$ cat config.mk
export PLATFORM = sky130hd
export DESIGN_NAME = ict_core
export DESIGN_NICKNAME = d
export VERILOG_FILES = /design/src/rtl/ict_pkg.sv /design/src/rtl/ict_alu_if.sv /design/src/rtl/ict_core.sv /design/src/rtl/ict_phase.sv /design/src/rtl/ict_alu.sv
export SDC_FILE = /design/constraint.sdc
export NUM_CORES = 1
export LEC_CHECK = 0
export ABC_CLOCK_PERIOD_IN_PS = 3580
export BUFFER_PORTS_ARGS = -buffer_cell sky130_fd_sc_hd__buf_4
export CORE_AREA = 2 2 164 166
export CTS_BUF_LIST = sky130_fd_sc_hd__clkbuf_16
export DETAILED_ROUTE_END_ITERATION = 16
export DIE_AREA = 0 0 166 168
export GPL_ROUTABILITY_DRIVEN = 1
export HOLD_SLACK_MARGIN = 0.06
export PLACE_DENSITY_LB_ADDON = 0.3
export SYNTH_ARGS = -nofsm -noshare
export SYNTH_HDL_FRONTEND = slang
export SYNTH_SLANG_ARGS = --single-unit
$ cat constraint.sdc
create_clock -name clk_i -period 3.58 [get_ports clk_i]
set_input_delay 0.537 -clock clk_i [delete_from_list [all_inputs] [get_ports clk_i]]
set_output_delay 0.537 -clock clk_i [all_outputs]
set_load 0.03 [all_outputs]
$ cat src/rtl/ict_pkg.sv
package ict_pkg;

	// ----------------------------------------------------------------
	// widths and timing
	// ----------------------------------------------------------------
	localparam int unsigned PC_W            = 11;
	localparam int unsigned INSTR_W         = 16;
	localparam int unsigned DATA_W          = 8;
	localparam int unsigned STACK_DEPTH     = 8;
	localparam int unsigned SP_W            = 3;
	localparam logic [1:0]  CLKS_PER_CYCLE  = 2'h3; // four clocks, counted 0..3
	localparam logic [1:0]  PHASE_EXEC      = 2'h2;
	localparam logic [1:0]  PHASE_FETCH     = 2'h3;

	// ----------------------------------------------------------------
	// data memory map, sector 0 only
	// ----------------------------------------------------------------
	localparam logic [7:0]  PROGRAM_COUNTER_LOW_BYTE_ADDR = 8'h06;

	// ----------------------------------------------------------------
	// reset values
	// ----------------------------------------------------------------
	localparam logic [PC_W-1:0]    RESET_PC   = 11'h000;
	localparam logic [DATA_W-1:0]  RESET_ACC  = 8'h00;
	localparam logic [INSTR_W-1:0] BUBBLE_IR  = 16'h0000;

	// ----------------------------------------------------------------
	// instruction word: [15:11] opcode, [10] to-memory or bit index
	// [10:8], [7:0] data address or immediate, [10:0] jump target
	// ----------------------------------------------------------------
	localparam int unsigned OPC_MSB = 15;
	localparam int unsigned OPC_LSB = 11;
	localparam int unsigned DEST_BIT = 10;

	localparam logic [4:0] OP_NOP   = 5'h00;
	localparam logic [4:0] OP_MOVAM = 5'h01;
	localparam logic [4:0] OP_MOVMA = 5'h02;
	localparam logic [4:0] OP_MOVAX = 5'h03;
	localparam logic [4:0] OP_ADD   = 5'h04;
	localparam logic [4:0] OP_SUB   = 5'h05;
	localparam logic [4:0] OP_AND   = 5'h06;
	localparam logic [4:0] OP_OR    = 5'h07;
	localparam logic [4:0] OP_XOR   = 5'h08;
	localparam logic [4:0] OP_CPL   = 5'h09;
	localparam logic [4:0] OP_INC   = 5'h0A;
	localparam logic [4:0] OP_DEC   = 5'h0B;
	localparam logic [4:0] OP_RR    = 5'h0C;
	localparam logic [4:0] OP_RL    = 5'h0D;
	localparam logic [4:0] OP_RRC   = 5'h0E;
	localparam logic [4:0] OP_RLC   = 5'h0F;
	localparam logic [4:0] OP_ADDX  = 5'h10;
	localparam logic [4:0] OP_SUBX  = 5'h11;
	localparam logic [4:0] OP_ANDX  = 5'h12;
	localparam logic [4:0] OP_ORX   = 5'h13;
	localparam logic [4:0] OP_XORX  = 5'h14;
	localparam logic [4:0] OP_SETB  = 5'h15;
	localparam logic [4:0] OP_CLRB  = 5'h16;
	localparam logic [4:0] OP_SZ    = 5'h17;
	localparam logic [4:0] OP_SZB   = 5'h18;
	localparam logic [4:0] OP_JMP   = 5'h19;
	localparam logic [4:0] OP_CALL  = 5'h1A;
	localparam logic [4:0] OP_RET   = 5'h1B;
	localparam logic [4:0] OP_INTERRUPT_RETURN_INSTRUCTION  = 5'h1C;
	localparam logic [4:0] OP_TBLRD = 5'h1D;
	localparam logic [4:0] OP_TBLP  = 5'h1E;

	typedef enum logic [3:0] {
		ALU_ADD, ALU_SUB, ALU_AND, ALU_OR, ALU_XOR, ALU_CPL, ALU_INC, ALU_DEC,
		ALU_RR, ALU_RL, ALU_RRC, ALU_RLC, ALU_PASS, ALU_SETB, ALU_CLRB
	} ict_alu_op_t;

	typedef enum logic [2:0] {
		SEQ_RUN   = 3'b001,
		SEQ_FLUSH = 3'b010,
		SEQ_TABLE = 3'b100
	} ict_seq_t;

endpackage

$ cat src/rtl/ict_alu_if.sv
`timescale 1ns/100ps
interface ict_alu_if;
	import ict_pkg::*;
	ict_alu_op_t       op;
	logic [7:0]        a;
	logic [7:0]        b;
	logic              cin;
	logic [2:0]        bit_sel;
	logic [7:0]        res;
	logic              cout;
	logic              zero;

	modport core (output op, a, b, cin, bit_sel, input res, cout, zero);
	modport alu  (input op, a, b, cin, bit_sel, output res, cout, zero);
endinterface

$ cat src/rtl/ict_core.sv
`timescale 1ns/100ps
// Summary of operation
// RULE1 - an instruction cycle is exactly four system clocks.
// RULE2 - plain instructions take one cycle; jump, call, returns, table read take two.
// RULE3 - writing the program counter low byte jumps there and costs one more cycle.
// RULE4 - a conditional skip takes one cycle, two when the skip is taken.
// RULE5 - conditional tests of a byte or bit continue or skip the next instruction.
// RULE6 - call saves the address after it for return; jump saves nothing.
// RULE7 - add carries past 255; subtract flags a borrow below zero.
// RULE8 - increment and decrement change by one, to memory or accumulator.
// RULE9 - and, or, xor, complement go via accumulator and set zero flag.
// RULE10 - rotates move one bit; through-carry forms shift the lost bit into carry.
// RULE11 - bit set and clear read-modify-write, keeping the other seven bits.
// RULE12 - table read fetches program memory data into the datapath in two cycles.
// RULE13 - data memory instructions reach sector 0 directly, no other sector.
// RULE14 - interrupt return sets global interrupt enable; plain return leaves it.
// RULE15 - on jump, taken skip or counter write the prefetched slot is discarded.
module ict_core (
	input  wire logic                          clk_i,
	input  wire logic                          rst_i,
	input  wire logic [ict_pkg::INSTR_W-1:0]   pmem_data_i,
	input  wire logic [ict_pkg::DATA_W-1:0]    dmem_rdata_i,
	output logic      [ict_pkg::PC_W-1:0]      pmem_addr_o,
	output logic      [ict_pkg::DATA_W-1:0]    dmem_addr_o,
	output logic      [ict_pkg::DATA_W-1:0]    dmem_wdata_o,
	output logic                               dmem_we_o,
	output logic      [ict_pkg::DATA_W-1:0]    acc_o,
	output logic                               carry_o,
	output logic                               zero_o,
	output logic                               global_interrupt_enable_o,
	output logic                               instr_cycle_o
);
	import ict_pkg::*;

	// ----------------------------------------------------------------
	// state
	// ----------------------------------------------------------------
	typedef struct packed {
		ict_seq_t                          seq;
		logic [PC_W-1:0]                   pc;
		logic [PC_W-1:0]                   pmem_addr;
		logic [INSTR_W-1:0]                ir;
		logic [PC_W-1:0]                   tblp;
		logic [DATA_W-1:0]                 acc;
		logic                              carry;
		logic                              zero;
		logic                              gie;
		logic [STACK_DEPTH-1:0][PC_W-1:0]  stack;
		logic [SP_W-1:0]                   sp;
		logic [DATA_W-1:0]                 dmem_addr;
		logic [DATA_W-1:0]                 wdata;
		logic                              we;
		logic                              cyc;
	} ict_core_state_t;

	ict_core_state_t s_reg;
	ict_core_state_t s_next;

	logic            exec_en;
	logic            fetch_en;
	logic [4:0]      opc;
	logic            to_mem;
	logic [2:0]      bsel;
	logic [7:0]      opnd;
	logic [SP_W-1:0] sp_dec;

	ict_alu_if alu_bus ();

	ict_phase u_phase (
		.clk_i   (clk_i),
		.rst_i   (rst_i),
		.exec_o  (exec_en),
		.fetch_o (fetch_en)
	);

	ict_alu u_alu (
		.port_a (alu_bus)
	);

	// ----------------------------------------------------------------
	// decode helpers
	// ----------------------------------------------------------------
	function automatic logic has_dest_bit(input logic [4:0] op);
		return (op >= OP_ADD) && (op <= OP_RLC);
	endfunction

	function automatic ict_alu_op_t alu_sel(input logic [4:0] op);
		case (op)
			OP_ADD, OP_ADDX: return ALU_ADD;
			OP_SUB, OP_SUBX: return ALU_SUB;
			OP_AND, OP_ANDX: return ALU_AND;
			OP_OR,  OP_ORX:  return ALU_OR;
			OP_XOR, OP_XORX: return ALU_XOR;
			OP_CPL:          return ALU_CPL;
			OP_INC:          return ALU_INC;
			OP_DEC:          return ALU_DEC;
			OP_RR:           return ALU_RR;
			OP_RL:           return ALU_RL;
			OP_RRC:          return ALU_RRC;
			OP_RLC:          return ALU_RLC;
			OP_SETB:         return ALU_SETB;
			OP_CLRB:         return ALU_CLRB;
			default:         return ALU_PASS;
		endcase
	endfunction

	assign opc    = s_reg.ir[OPC_MSB:OPC_LSB];
	assign bsel   = s_reg.ir[DEST_BIT:DEST_BIT-2];
	assign to_mem = (has_dest_bit(opc) && s_reg.ir[DEST_BIT])
		|| (opc == OP_MOVMA) || (opc == OP_SETB) || (opc == OP_CLRB);
	assign sp_dec = s_reg.sp - 3'h1;

	// immediate forms take the literal; move to memory passes the accumulator
	always_comb begin
		if ((opc >= OP_ADDX && opc <= OP_XORX) || opc == OP_MOVAX) begin
			opnd = s_reg.ir[7:0];
		end else if (opc == OP_MOVMA) begin
			opnd = s_reg.acc;
		end else begin
			opnd = dmem_rdata_i;
		end
	end

	assign alu_bus.op      = alu_sel(opc);
	assign alu_bus.a       = s_reg.acc;
	assign alu_bus.b       = opnd;
	assign alu_bus.cin     = s_reg.carry;
	assign alu_bus.bit_sel = bsel;

	// ----------------------------------------------------------------
	// sequencer
	// ----------------------------------------------------------------
	always_comb begin
		s_next     = s_reg;
		s_next.we  = 1'b0;
		s_next.cyc = fetch_en;

		// execute in the third clock so memory writes land before the next fetch
		if (exec_en && s_reg.seq == SEQ_RUN) begin
			case (opc)
				OP_NOP: begin
				end
				OP_MOVAM, OP_MOVAX: s_next.acc = opnd;
				OP_JMP: begin
					s_next.pc  = s_reg.ir[PC_W-1:0]; // [RULE6]
					s_next.seq = SEQ_FLUSH; // [RULE2]
				end
				OP_CALL: begin
					s_next.stack[s_reg.sp] = s_reg.pc; // [RULE6]
					s_next.sp  = s_reg.sp + 3'h1;
					s_next.pc  = s_reg.ir[PC_W-1:0];
					s_next.seq = SEQ_FLUSH; // [RULE2]
				end
				OP_RET, OP_INTERRUPT_RETURN_INSTRUCTION: begin
					s_next.sp  = sp_dec;
					s_next.pc  = s_reg.stack[sp_dec]; // [RULE6]
					s_next.seq = SEQ_FLUSH; // [RULE2]
					if (opc == OP_INTERRUPT_RETURN_INSTRUCTION) begin
						s_next.gie = 1'b1; // [RULE14]
					end
				end
				OP_SZ: begin
					if (dmem_rdata_i == 8'h00) begin
						s_next.pc  = s_reg.pc + 11'h001; // [RULE5]
						s_next.seq = SEQ_FLUSH; // [RULE4]
					end
				end
				OP_SZB: begin
					if (!dmem_rdata_i[bsel]) begin
						s_next.pc  = s_reg.pc + 11'h001; // [RULE5]
						s_next.seq = SEQ_FLUSH; // [RULE4]
					end
				end
				OP_TBLP: s_next.tblp = {s_reg.ir[DEST_BIT:DEST_BIT-2], s_reg.acc};
				OP_TBLRD: s_next.seq = SEQ_TABLE; // [RULE12]
				default: begin
					// data path instructions, operand from sector 0, the literal or the accumulator
					if (opc == OP_ADD || opc == OP_SUB || opc == OP_ADDX
						|| opc == OP_SUBX || opc == OP_RRC || opc == OP_RLC) begin
						s_next.carry = alu_bus.cout; // [RULE7] [RULE10]
					end
					if (opc >= OP_ADD && opc <= OP_DEC
						|| opc >= OP_ADDX && opc <= OP_XORX) begin
						s_next.zero = alu_bus.zero; // [RULE9]
					end
					if (!to_mem) begin
						s_next.acc = alu_bus.res; // [RULE8] [RULE9]
					end else if (s_reg.dmem_addr == PROGRAM_COUNTER_LOW_BYTE_ADDR) begin
						s_next.pc  = {s_reg.pc[PC_W-1:8], alu_bus.res}; // [RULE3]
						s_next.seq = SEQ_FLUSH; // [RULE3]
					end else begin
						s_next.wdata = alu_bus.res; // [RULE11]
						s_next.we    = 1'b1;
					end
				end
			endcase
			s_next.pmem_addr = (s_next.seq == SEQ_TABLE) ? s_reg.tblp : s_next.pc;
		end

		// fourth clock: take the next word, or spend the extra cycle
		if (fetch_en) begin
			case (s_reg.seq)
				SEQ_RUN: begin
					s_next.ir        = pmem_data_i;
					s_next.dmem_addr = pmem_data_i[7:0]; // [RULE13]
					s_next.pc        = s_reg.pc + 11'h001;
					s_next.pmem_addr = s_reg.pc + 11'h001;
				end
				SEQ_FLUSH: begin
					// the slot after the redirect runs as a bubble
					s_next.ir  = BUBBLE_IR; // [RULE15]
					s_next.seq = SEQ_RUN;
				end
				SEQ_TABLE: begin
					s_next.acc       = pmem_data_i[7:0]; // [RULE12]
					s_next.ir        = BUBBLE_IR; // [RULE15]
					s_next.pmem_addr = s_reg.pc;
					s_next.seq       = SEQ_RUN;
				end
				default: s_next.seq = SEQ_RUN;
			endcase
		end
	end

	always_ff @(posedge clk_i) begin
		if (rst_i) begin
			s_reg           <= '0;
			s_reg.seq       <= SEQ_RUN;
			s_reg.pc        <= RESET_PC;
			s_reg.pmem_addr <= RESET_PC;
			s_reg.ir        <= BUBBLE_IR;
			s_reg.acc       <= RESET_ACC;
		end else begin
			s_reg <= s_next;
		end
	end

	// ----------------------------------------------------------------
	// outputs
	// ----------------------------------------------------------------
	assign pmem_addr_o               = s_reg.pmem_addr;
	assign dmem_addr_o               = s_reg.dmem_addr;
	assign dmem_wdata_o              = s_reg.wdata;
	assign dmem_we_o                 = s_reg.we;
	assign acc_o                     = s_reg.acc;
	assign carry_o                   = s_reg.carry;
	assign zero_o                    = s_reg.zero;
	assign global_interrupt_enable_o = s_reg.gie;
	assign instr_cycle_o             = s_reg.cyc;
endmodule // ict_core

$ cat src/rtl/ict_phase.sv
`timescale 1ns/100ps
module ict_phase (
	input  wire logic clk_i,
	input  wire logic rst_i,
	output logic      exec_o,
	output logic      fetch_o
);
	import ict_pkg::*;

	typedef struct packed {
		logic [1:0] cnt;
	} ict_phase_state_t;

	ict_phase_state_t s_reg;
	ict_phase_state_t s_next;

	// ----------------------------------------------------------------
	// four clocks per instruction cycle
	// ----------------------------------------------------------------
	always_comb begin
		s_next = s_reg;
		s_next.cnt = (s_reg.cnt == CLKS_PER_CYCLE) ? 2'h0 : s_reg.cnt + 2'h1; // [RULE1]
	end

	always_ff @(posedge clk_i) begin
		if (rst_i) begin
			s_reg <= '0;
		end else begin
			s_reg <= s_next;
		end
	end

	assign exec_o  = (s_reg.cnt == PHASE_EXEC);
	assign fetch_o = (s_reg.cnt == PHASE_FETCH);
endmodule // ict_phase

$ cat src/rtl/ict_alu.sv
`timescale 1ns/100ps
module ict_alu (
	ict_alu_if.alu port_a
);
	import ict_pkg::*;

	logic [8:0] wide;

	always_comb begin
		wide = 9'h000;
		port_a.cout = 1'b0;
		case (port_a.op)
			ALU_ADD: begin
				wide = {1'b0, port_a.a} + {1'b0, port_a.b};
				port_a.cout = wide[8]; // [RULE7]
			end
			ALU_SUB: begin
				wide = {1'b0, port_a.a} - {1'b0, port_a.b};
				port_a.cout = ~wide[8]; // [RULE7]
			end
			ALU_AND:  wide = {1'b0, port_a.a & port_a.b}; // [RULE9]
			ALU_OR:   wide = {1'b0, port_a.a | port_a.b};
			ALU_XOR:  wide = {1'b0, port_a.a ^ port_a.b};
			ALU_CPL:  wide = {1'b0, ~port_a.b};
			ALU_INC:  wide = {1'b0, port_a.b + 8'h01}; // [RULE8]
			ALU_DEC:  wide = {1'b0, port_a.b - 8'h01}; // [RULE8]
			ALU_RR:   wide = {1'b0, port_a.b[0], port_a.b[7:1]}; // [RULE10]
			ALU_RL:   wide = {1'b0, port_a.b[6:0], port_a.b[7]};
			ALU_RRC: begin
				wide = {1'b0, port_a.cin, port_a.b[7:1]};
				port_a.cout = port_a.b[0]; // [RULE10]
			end
			ALU_RLC: begin
				wide = {1'b0, port_a.b[6:0], port_a.cin};
				port_a.cout = port_a.b[7]; // [RULE10]
			end
			ALU_SETB: wide = {1'b0, port_a.b | (8'h01 << port_a.bit_sel)}; // [RULE11]
			ALU_CLRB: wide = {1'b0, port_a.b & ~(8'h01 << port_a.bit_sel)}; // [RULE11]
			ALU_PASS: wide = {1'b0, port_a.b};
			default:  wide = 9'h000;
		endcase
		port_a.res  = wide[7:0];
		port_a.zero = (wide[7:0] == 8'h00);
	end
endmodule // ict_alu

== After elaboration in Yosys (flattened, before gate mapping) ==
Memories as Yosys holds them, arrays and structs flattened. A register that Yosys moved wholly into a read port is not among the register bits.
Index checks and enable logic that the tools add are counted.

* Output and inout port bits: 40
* Input bits: 26
* Memory bits (read-only): 128
* Memories kept: 1
* Logic and storage cells: 176
* Flip-flop bits (word level): 174

{| class="wikitable"
|+ Memories
! name !! depth !! bits a word !! read ports !! clocked after Yosys merged registers in !! wr ports !! RTL line !! text
|-
| (no name shown) || 32 || 4 || 1 || 1 || 0 || ict_core.sv:88 || <nowiki>case (op)</nowiki>
|}

* Reductions and logical operators: 42
* Magnitude comparators: 9
* Muxes and demuxes: 40
* Equality and inequality tests: 40
* $add $sub $neg: 8
* Shifts and indexed selects: 1
* Bitwise operators: 12

{| class="wikitable"
|+ Operator list
! cell !! number
|-
| $pmux W8 S15 || 1
|-
| $mux W102 || 1
|-
| $bwmux W88 || 1
|-
| $mux W88 || 1
|-
| $eq A5 B5 Y1 const B || 12
|-
| $mux W14 || 4
|-
| $pmux W11 S5 || 1
|-
| $mux W11 || 4
|-
| $mux W41 || 1
|-
| $mux W8 || 5
|-
| $bmux W11 S3 || 1
|-
| $demux W11 S3 || 1
|-
| $pmux W16 S2 || 1
|-
| $eq A4 B4 Y1 const B || 7
|-
| $mux W25 || 1
|-
| $pmux W11 S2 || 1
|-
| $and A8 B8 Y8 || 2
|-
| $eq A4 B3 Y1 const B || 4
|-
| $logic_not A8 Y1 || 2
|-
| $not A8 Y8 || 2
|-
| $or A8 B8 Y8 || 2
|-
| $pmux W8 S2 || 1
|-
| $pmux W3 S5 || 1
|-
| $reduce_or A14 Y1 || 1
|-
| other kinds (48) || 94
|}

== Longest topological paths before layout ==
* Depth in word-level cells: 15
* Depth in mapped cells: 19
* Gate-level depth less buffers: 16

== Modules after synthesis ==
Synthesis repeated with hierarchy kept, for this count alone.

* Cells, all modules: 1423
* Area, all modules: 11039.3 µm²

{| class="wikitable"
|+ Modules (own cells, without submodules)
! module !! seq. area each (µm²) !! instances !! cells an instance !! area an instance (µm²)
|-
| ict_core || 3523.4 || 1 || 1118 || 8983.6
|-
| ict_alu || 0.0 || 1 || 298 || 1966.9
|-
| ict_phase || 40.0 || 1 || 7 || 88.8
|}

== Least setup slack after synthesis ==
OpenSTA, ideal clock, no wires.

* Path kind: reg-to-reg
* Start point: register s_reg, in the netlist opc[2]
* End point: register s_reg, in the netlist zero_o
* Required time: 3496 ps
* Cell stages (with the launch flop): 18
* Arrival: 3859 ps
* Clock period less this slack: 3944 ps
* Library setup time: 84 ps
* Path buffers: 3
* Slack: -364 ps
* Cell sequence: dfxtp_1 buf_2 o21a_1 o22a_1 buf_2 buf_2 nor2_1 nor2_1 inv_1 ha_1 nor2b_1 o311ai_0 a211oi_1 or4_1 a31oi_1 o311ai_1 or2_1 o31ai_2

* Word-level cells in the longest chain between the ends: 7
* Elaborated cells on any way between the ends: 37
* Those cells by class: add/sub: 4; order compare: 4; eq/ne: 11; mux: 3; bitwise: 7; reduce/logical: 8

{| class="wikitable"
|+ Ends and longest elaborated chain
! what !! RTL line !! text
|-
| start: declaration || ict_core.sv:56 || <nowiki>ict_core_state_t s_reg;</nowiki>
|-
| start signal: assignment || ict_core.sv:234 || <nowiki>s_reg <= s_next;</nowiki>
|-
| $ge A5 B5 Y1 or $le A5 B5 Y1 (tied branches) || ict_core.sv:115, ict_core.sv:183 ||
|-
| $logic_and A1 B1 Y1 || ict_core.sv:115, ict_core.sv:183 ||
|-
| $logic_or A1 B1 Y1 || ict_core.sv:115 || <nowiki>if ((opc >= OP_ADDX && opc <= OP_XORX) || opc == OP_MOVAX) begin</nowiki>
|-
| $mux W8 || ict_core.sv:115 ||
|-
| $sub A8 B1 Y8 (tied with other cells) || ict_alu.sv:26 || <nowiki>ALU_DEC: wide = {1'b0, port_a.b - 8'h01};</nowiki>
|-
| $pmux W8 S15 || ict_alu.sv:12 || <nowiki>case (port_a.op)</nowiki>
|-
| $logic_not A8 Y1 || ict_alu.sv:43 || <nowiki>port_a.zero = (wide[7:0] == 8'h00);</nowiki>
|}

Parallel ways exist; a longest one is shown, timed or not.
A chain may end at the register's enable or synchronous reset.

== Worst setup path in the final report ==
Ends and elaborated chain as after synthesis.

==> insert_results.sql <==
INSERT INTO impl_metrics (metric_group, metric, value, unit) VALUES
('status', 'result_of_the_run', 'finished, violations left', ''),
('status', 'violations', 'negative setup slack', ''),
('clock_tree', 'cts_sinks', '178', ''),
('die', 'floorplan.initialDensity', '0.440', ''),
('critical_path', 'arrival', '3950', 'ps'),
('yosys', 'yosys-mux-area-fraction', '0.119', ''),
('cells_and_area', 'design_area', '14600', 'µm²'),
('global_route', 'grt_usage', '0.293', ''),
('yosys', 'mappedNetlistArea', '11600', 'µm²'),
('placement', 'place_hpwl', '30800', 'µm'),
('flow_run', 'cap_viol_max_count', '0', ''),
('cells_and_area', 'leading_cell_type_in_the_layout_fill_and_taps_excluded', 'sky130_fd_sc_hd__buf_4', ''),
('yosys', 'synth_nets', '1483', ''),
('die', 'die_width', '166', 'µm'),
('sta', 'worst_pin_slew', '1170', 'ps'),
('yosys', 'post_synth_xor_area_fraction', '0.0166', ''),
('global_route', 'grt_start_max_net_pins', '69', ''),
('cells_and_area', 'finalCoreUtilization', '0.553', ''),
('sta', 'final_period_minus_worst_setup_slack', '3590', 'ps'),
('power_and_ir_drop', 'power.density', '374', 'nW/µm²'),
('sta', 'fin_ws', '-6.53', 'ps'),
('power_and_ir_drop', 'power.leakage', '5.66', 'nW'),
('die', 'design.die.area', '27900', 'µm²'),
('drt', 'drt_pre_antenna_iters', '6', ''),
('sta', 'slew_viol_final', '0', ''),
('clock_tree', 'ctsHtreeMaxLevel', '4', ''),
('sta', 'finalCritPeriodShare', '1.00', ''),
('drt', 'drt_iter0_markers', '1308', ''),
('global_route', 'antenna_found_initial', '1', ''),
('yosys', 'post_synth_and_or_nand_nor_area_fraction', '0.215', ''),
('critical_path', 'critPathMaxFanout', '5', ''),
('cells_and_area', 'drive_above_1_share', '0.288', ''),
('yosys', 'synth_flop_cell', 'sky130_fd_sc_hd__dfxtp_1', ''),
('drt', 'wirelength', '42200', 'µm'),
('cells_and_area', 'antenna-diode-count', '0', ''),
('die', 'chipHeight', '168', 'µm'),
('cells_and_area', 'most-common-layout-cells', '236 x sky130_fd_sc_hd__buf_4, 175 x sky130_fd_sc_hd__nor2_1, 174 x sky130_fd_sc_hd__dfxtp_1', ''),
('sta', 'whs', '299', 'ps'),
('yosys', 'synth.lib_cells_used.distinct', '103', ''),
('sta', 'max_freq', '0.279', 'GHz'),
('global_route', 'grt_pass1_vias', '11090', ''),
('sta', 'grt_setup_unrepaired', 'yes', ''),
('yosys', 'post_synth_edffs', '0', ''),
('yosys', 'synth_warnings', '0', ''),
('clock_tree', 'worst_skew_pair.late_latency', '450', 'ps'),
('placement', 'detailed_place.area', '13000', 'µm²'),
('die', 'std_cell_rows', '60', ''),
('critical_path', 'timing_worst_setup_path_type', 'flip-flop to flip-flop', ''),
('critical_path', 'worstSetupEndpointType', 'flip-flop', ''),
('global_route', 'grt_pass1_wl', '64500', 'µm'),
('placement', 'gp_congestion', '0.946', ''),
('yosys', 'synth-seq-area-share', '0.308', ''),
('drt', 'remaining_drc_errors', '0', ''),
('critical_path', 'timing.critical_path.from_type', 'flip-flop', ''),
('drt', 'avgRoutedWirePerCell', '22.2', 'µm'),
('placement', 'port_buffers', '65', ''),
('global_route', 'grt_overflow_total', '0', ''),
('drt', 'routed-via-count', '11661', ''),
('sta', 'report.final.setup_viol', '2', ''),
('cells_and_area', 'nNetsFinal', '1605', ''),
('clock_tree', 'tritoncts.num_buffers', '17', ''),
('sta', 'worst_clock_skew', '22.8', 'ps'),
('yosys', 'post_synth_inst_count', '1425', ''),
('hold_path', 'min_path_type', 'input pin to flip-flop', ''),
('clock_tree', 'clk_pin_slew_worst_paths', '80', 'ps'),
('power_and_ir_drop', 'peakVddDrop', '270', 'µV'),
('yosys', 'postSynthAreaPerCell', '8.13', 'µm²'),
('clock_tree', 'cts_tree', 'done', ''),
('yosys', 'synthAdderAreaFrac', '0.0375', ''),
('die', 'core_box_area', '26400', 'µm²'),
('power_and_ir_drop', 'total_power', '5.46', 'mW'),
('die', 'pin_count', '66', ''),
('cells_and_area', 'layout-area-overhead-vs-synth', '25.9', '%'),
('sta', 'slew_hr', '0.213', ''),
('clock_tree', 'clockRootBuffer', 'sky130_fd_sc_hd__clkbuf_16', ''),
('yosys', 'synth-compound-area-share', '0.228', ''),
('clock_tree', 'clockBufferDepth', '2', ''),
('yosys', 'synth_async_reset_ratio', '0', ''),
('yosys', 'dominant_combinational_cell_family_by_area_after_synthesis', 'compound AO/OA/AOI/OAI gates', ''),
('critical_path', 'critPathRequiredTime', '3940', 'ps'),
('sta', 'timing.final.hold_violations', '0', ''),
('drt', 'ant_nets', '0', ''),
('drt', 'route.detailed.vias_per_inst', '6.13', ''),
('yosys', 'post_synthesis_sequential_element_count', '178', '');
==> Yosys cell counts, types with 10 or more instances <==
cell type,count,share of area
sky130_fd_sc_hd__a211oi_1,33,0.021
sky130_fd_sc_hd__a21oi_1,92,0.040
sky130_fd_sc_hd__a22o_1,24,0.018
sky130_fd_sc_hd__a22oi_1,12,0.0078
sky130_fd_sc_hd__a31oi_1,13,0.0070
sky130_fd_sc_hd__and2_1,16,0.0086
sky130_fd_sc_hd__and3_1,11,0.0059
sky130_fd_sc_hd__buf_2,22,0.0095
sky130_fd_sc_hd__buf_4,35,0.023
sky130_fd_sc_hd__clkbuf_1,84,0.027
sky130_fd_sc_hd__dfxtp_1,178,0.31
sky130_fd_sc_hd__ha_1,29,0.031
sky130_fd_sc_hd__inv_1,36,0.012
sky130_fd_sc_hd__mux2i_1,75,0.065
sky130_fd_sc_hd__mux4_2,25,0.049
sky130_fd_sc_hd__nand2_1,157,0.051
sky130_fd_sc_hd__nand2b_1,10,0.0054
sky130_fd_sc_hd__nand3_1,32,0.014
sky130_fd_sc_hd__nor2_1,181,0.059
sky130_fd_sc_hd__nor2b_1,10,0.0054
sky130_fd_sc_hd__nor3_1,37,0.016
sky130_fd_sc_hd__o21ai_0,57,0.025
sky130_fd_sc_hd__o22ai_1,18,0.0097
sky130_fd_sc_hd__xnor2_1,16,0.012
==> worst max-delay path: stages (launching register included) <==
cell and delay (ps):
sky130_fd_sc_hd__dfxtp_4 360, sky130_fd_sc_hd__or3b_4 420, sky130_fd_sc_hd__buf_6 160, sky130_fd_sc_hd__o21ai_4 160, sky130_fd_sc_hd__a21oi_2 90, sky130_fd_sc_hd__nor2_2 160
sky130_fd_sc_hd__inv_2 70, sky130_fd_sc_hd__buf_6 130, sky130_fd_sc_hd__ha_4 230, sky130_fd_sc_hd__a21oi_2 140, sky130_fd_sc_hd__nand2_2 80, sky130_fd_sc_hd__a21o_1 160
sky130_fd_sc_hd__maj3_2 310, sky130_fd_sc_hd__mux2i_2 160, sky130_fd_sc_hd__buf_4 140, sky130_fd_sc_hd__nor4_4 330, sky130_fd_sc_hd__nand4_1 170, sky130_fd_sc_hd__o31ai_2 220
==> what timing repair did <==
action,4_1_cts,5_1_grt
pin swaps,28,52
resized for setup,59,83
cloned,0,0
hold buffers,0,0
endpoints found under the setup margin,21,25
setup buffers,10,17
==> worst paths after layout <==
path	slack, ps	from	depth (start not counted)	end
max reg2reg	-7	opc[2]	17	zero_o
max	-7	opc[2]	17	zero_o
min	300	pmem_data_i[8]	2	alu_bus.bit_sel[0]
min reg2reg	460	flip-flop	2	flip-flop
==> routing by layer <==
layer,wire length [µm],track usage,up-vias
met3,3030,0.0437,121
met1,17600,0.386,5624
met5,13,0,-
met4,1880,0.120,2
met2,19700,0.484,543
li1,-,-,5371
==> per-stage QoR <==
stage | setup TNS (ps) | setup slack, ps | cells
detailed placement | -2210 | -219 | 1843
CTS | -29.8 | -13.7 | 1885
finish | -13.0 | -6.53 | 1901
global placement | -1260 | -153 | 1843
floorplan | 0 | 3.91 | 1425
global route | -925 | -134 | 1901
==> where the power goes <==
group | switching [mW] | internal, mW
logic | 0.777 | 0.567
clock network | 1.04 | 0.984
registers | 0.0615 | 2.03
total | 1.88 | 3.58
==> logic make-up (layout without fill, tap and decap cells) <==
logic type / Yosys count / count (layout)
simple gates: 523 / 523
compound gates: 377 / 377
buf+inv: 186 / 321
flops: 178 / 178
mux: 106 / 106
fa+ha+maj: 33 / 33
xor+xnor: 22 / 22
==> final cells by class <==
cell class,instances,area (µm²)
clock buffer,17,425
clock inverter,15,215
fill,2395,11800
inverter,37,144
multi-input combinational,1061,7820
sequential,178,3570
tap,341,427
timing repair buffer,252,1970
No activity file was read; power rests on OpenSTA's default activity.
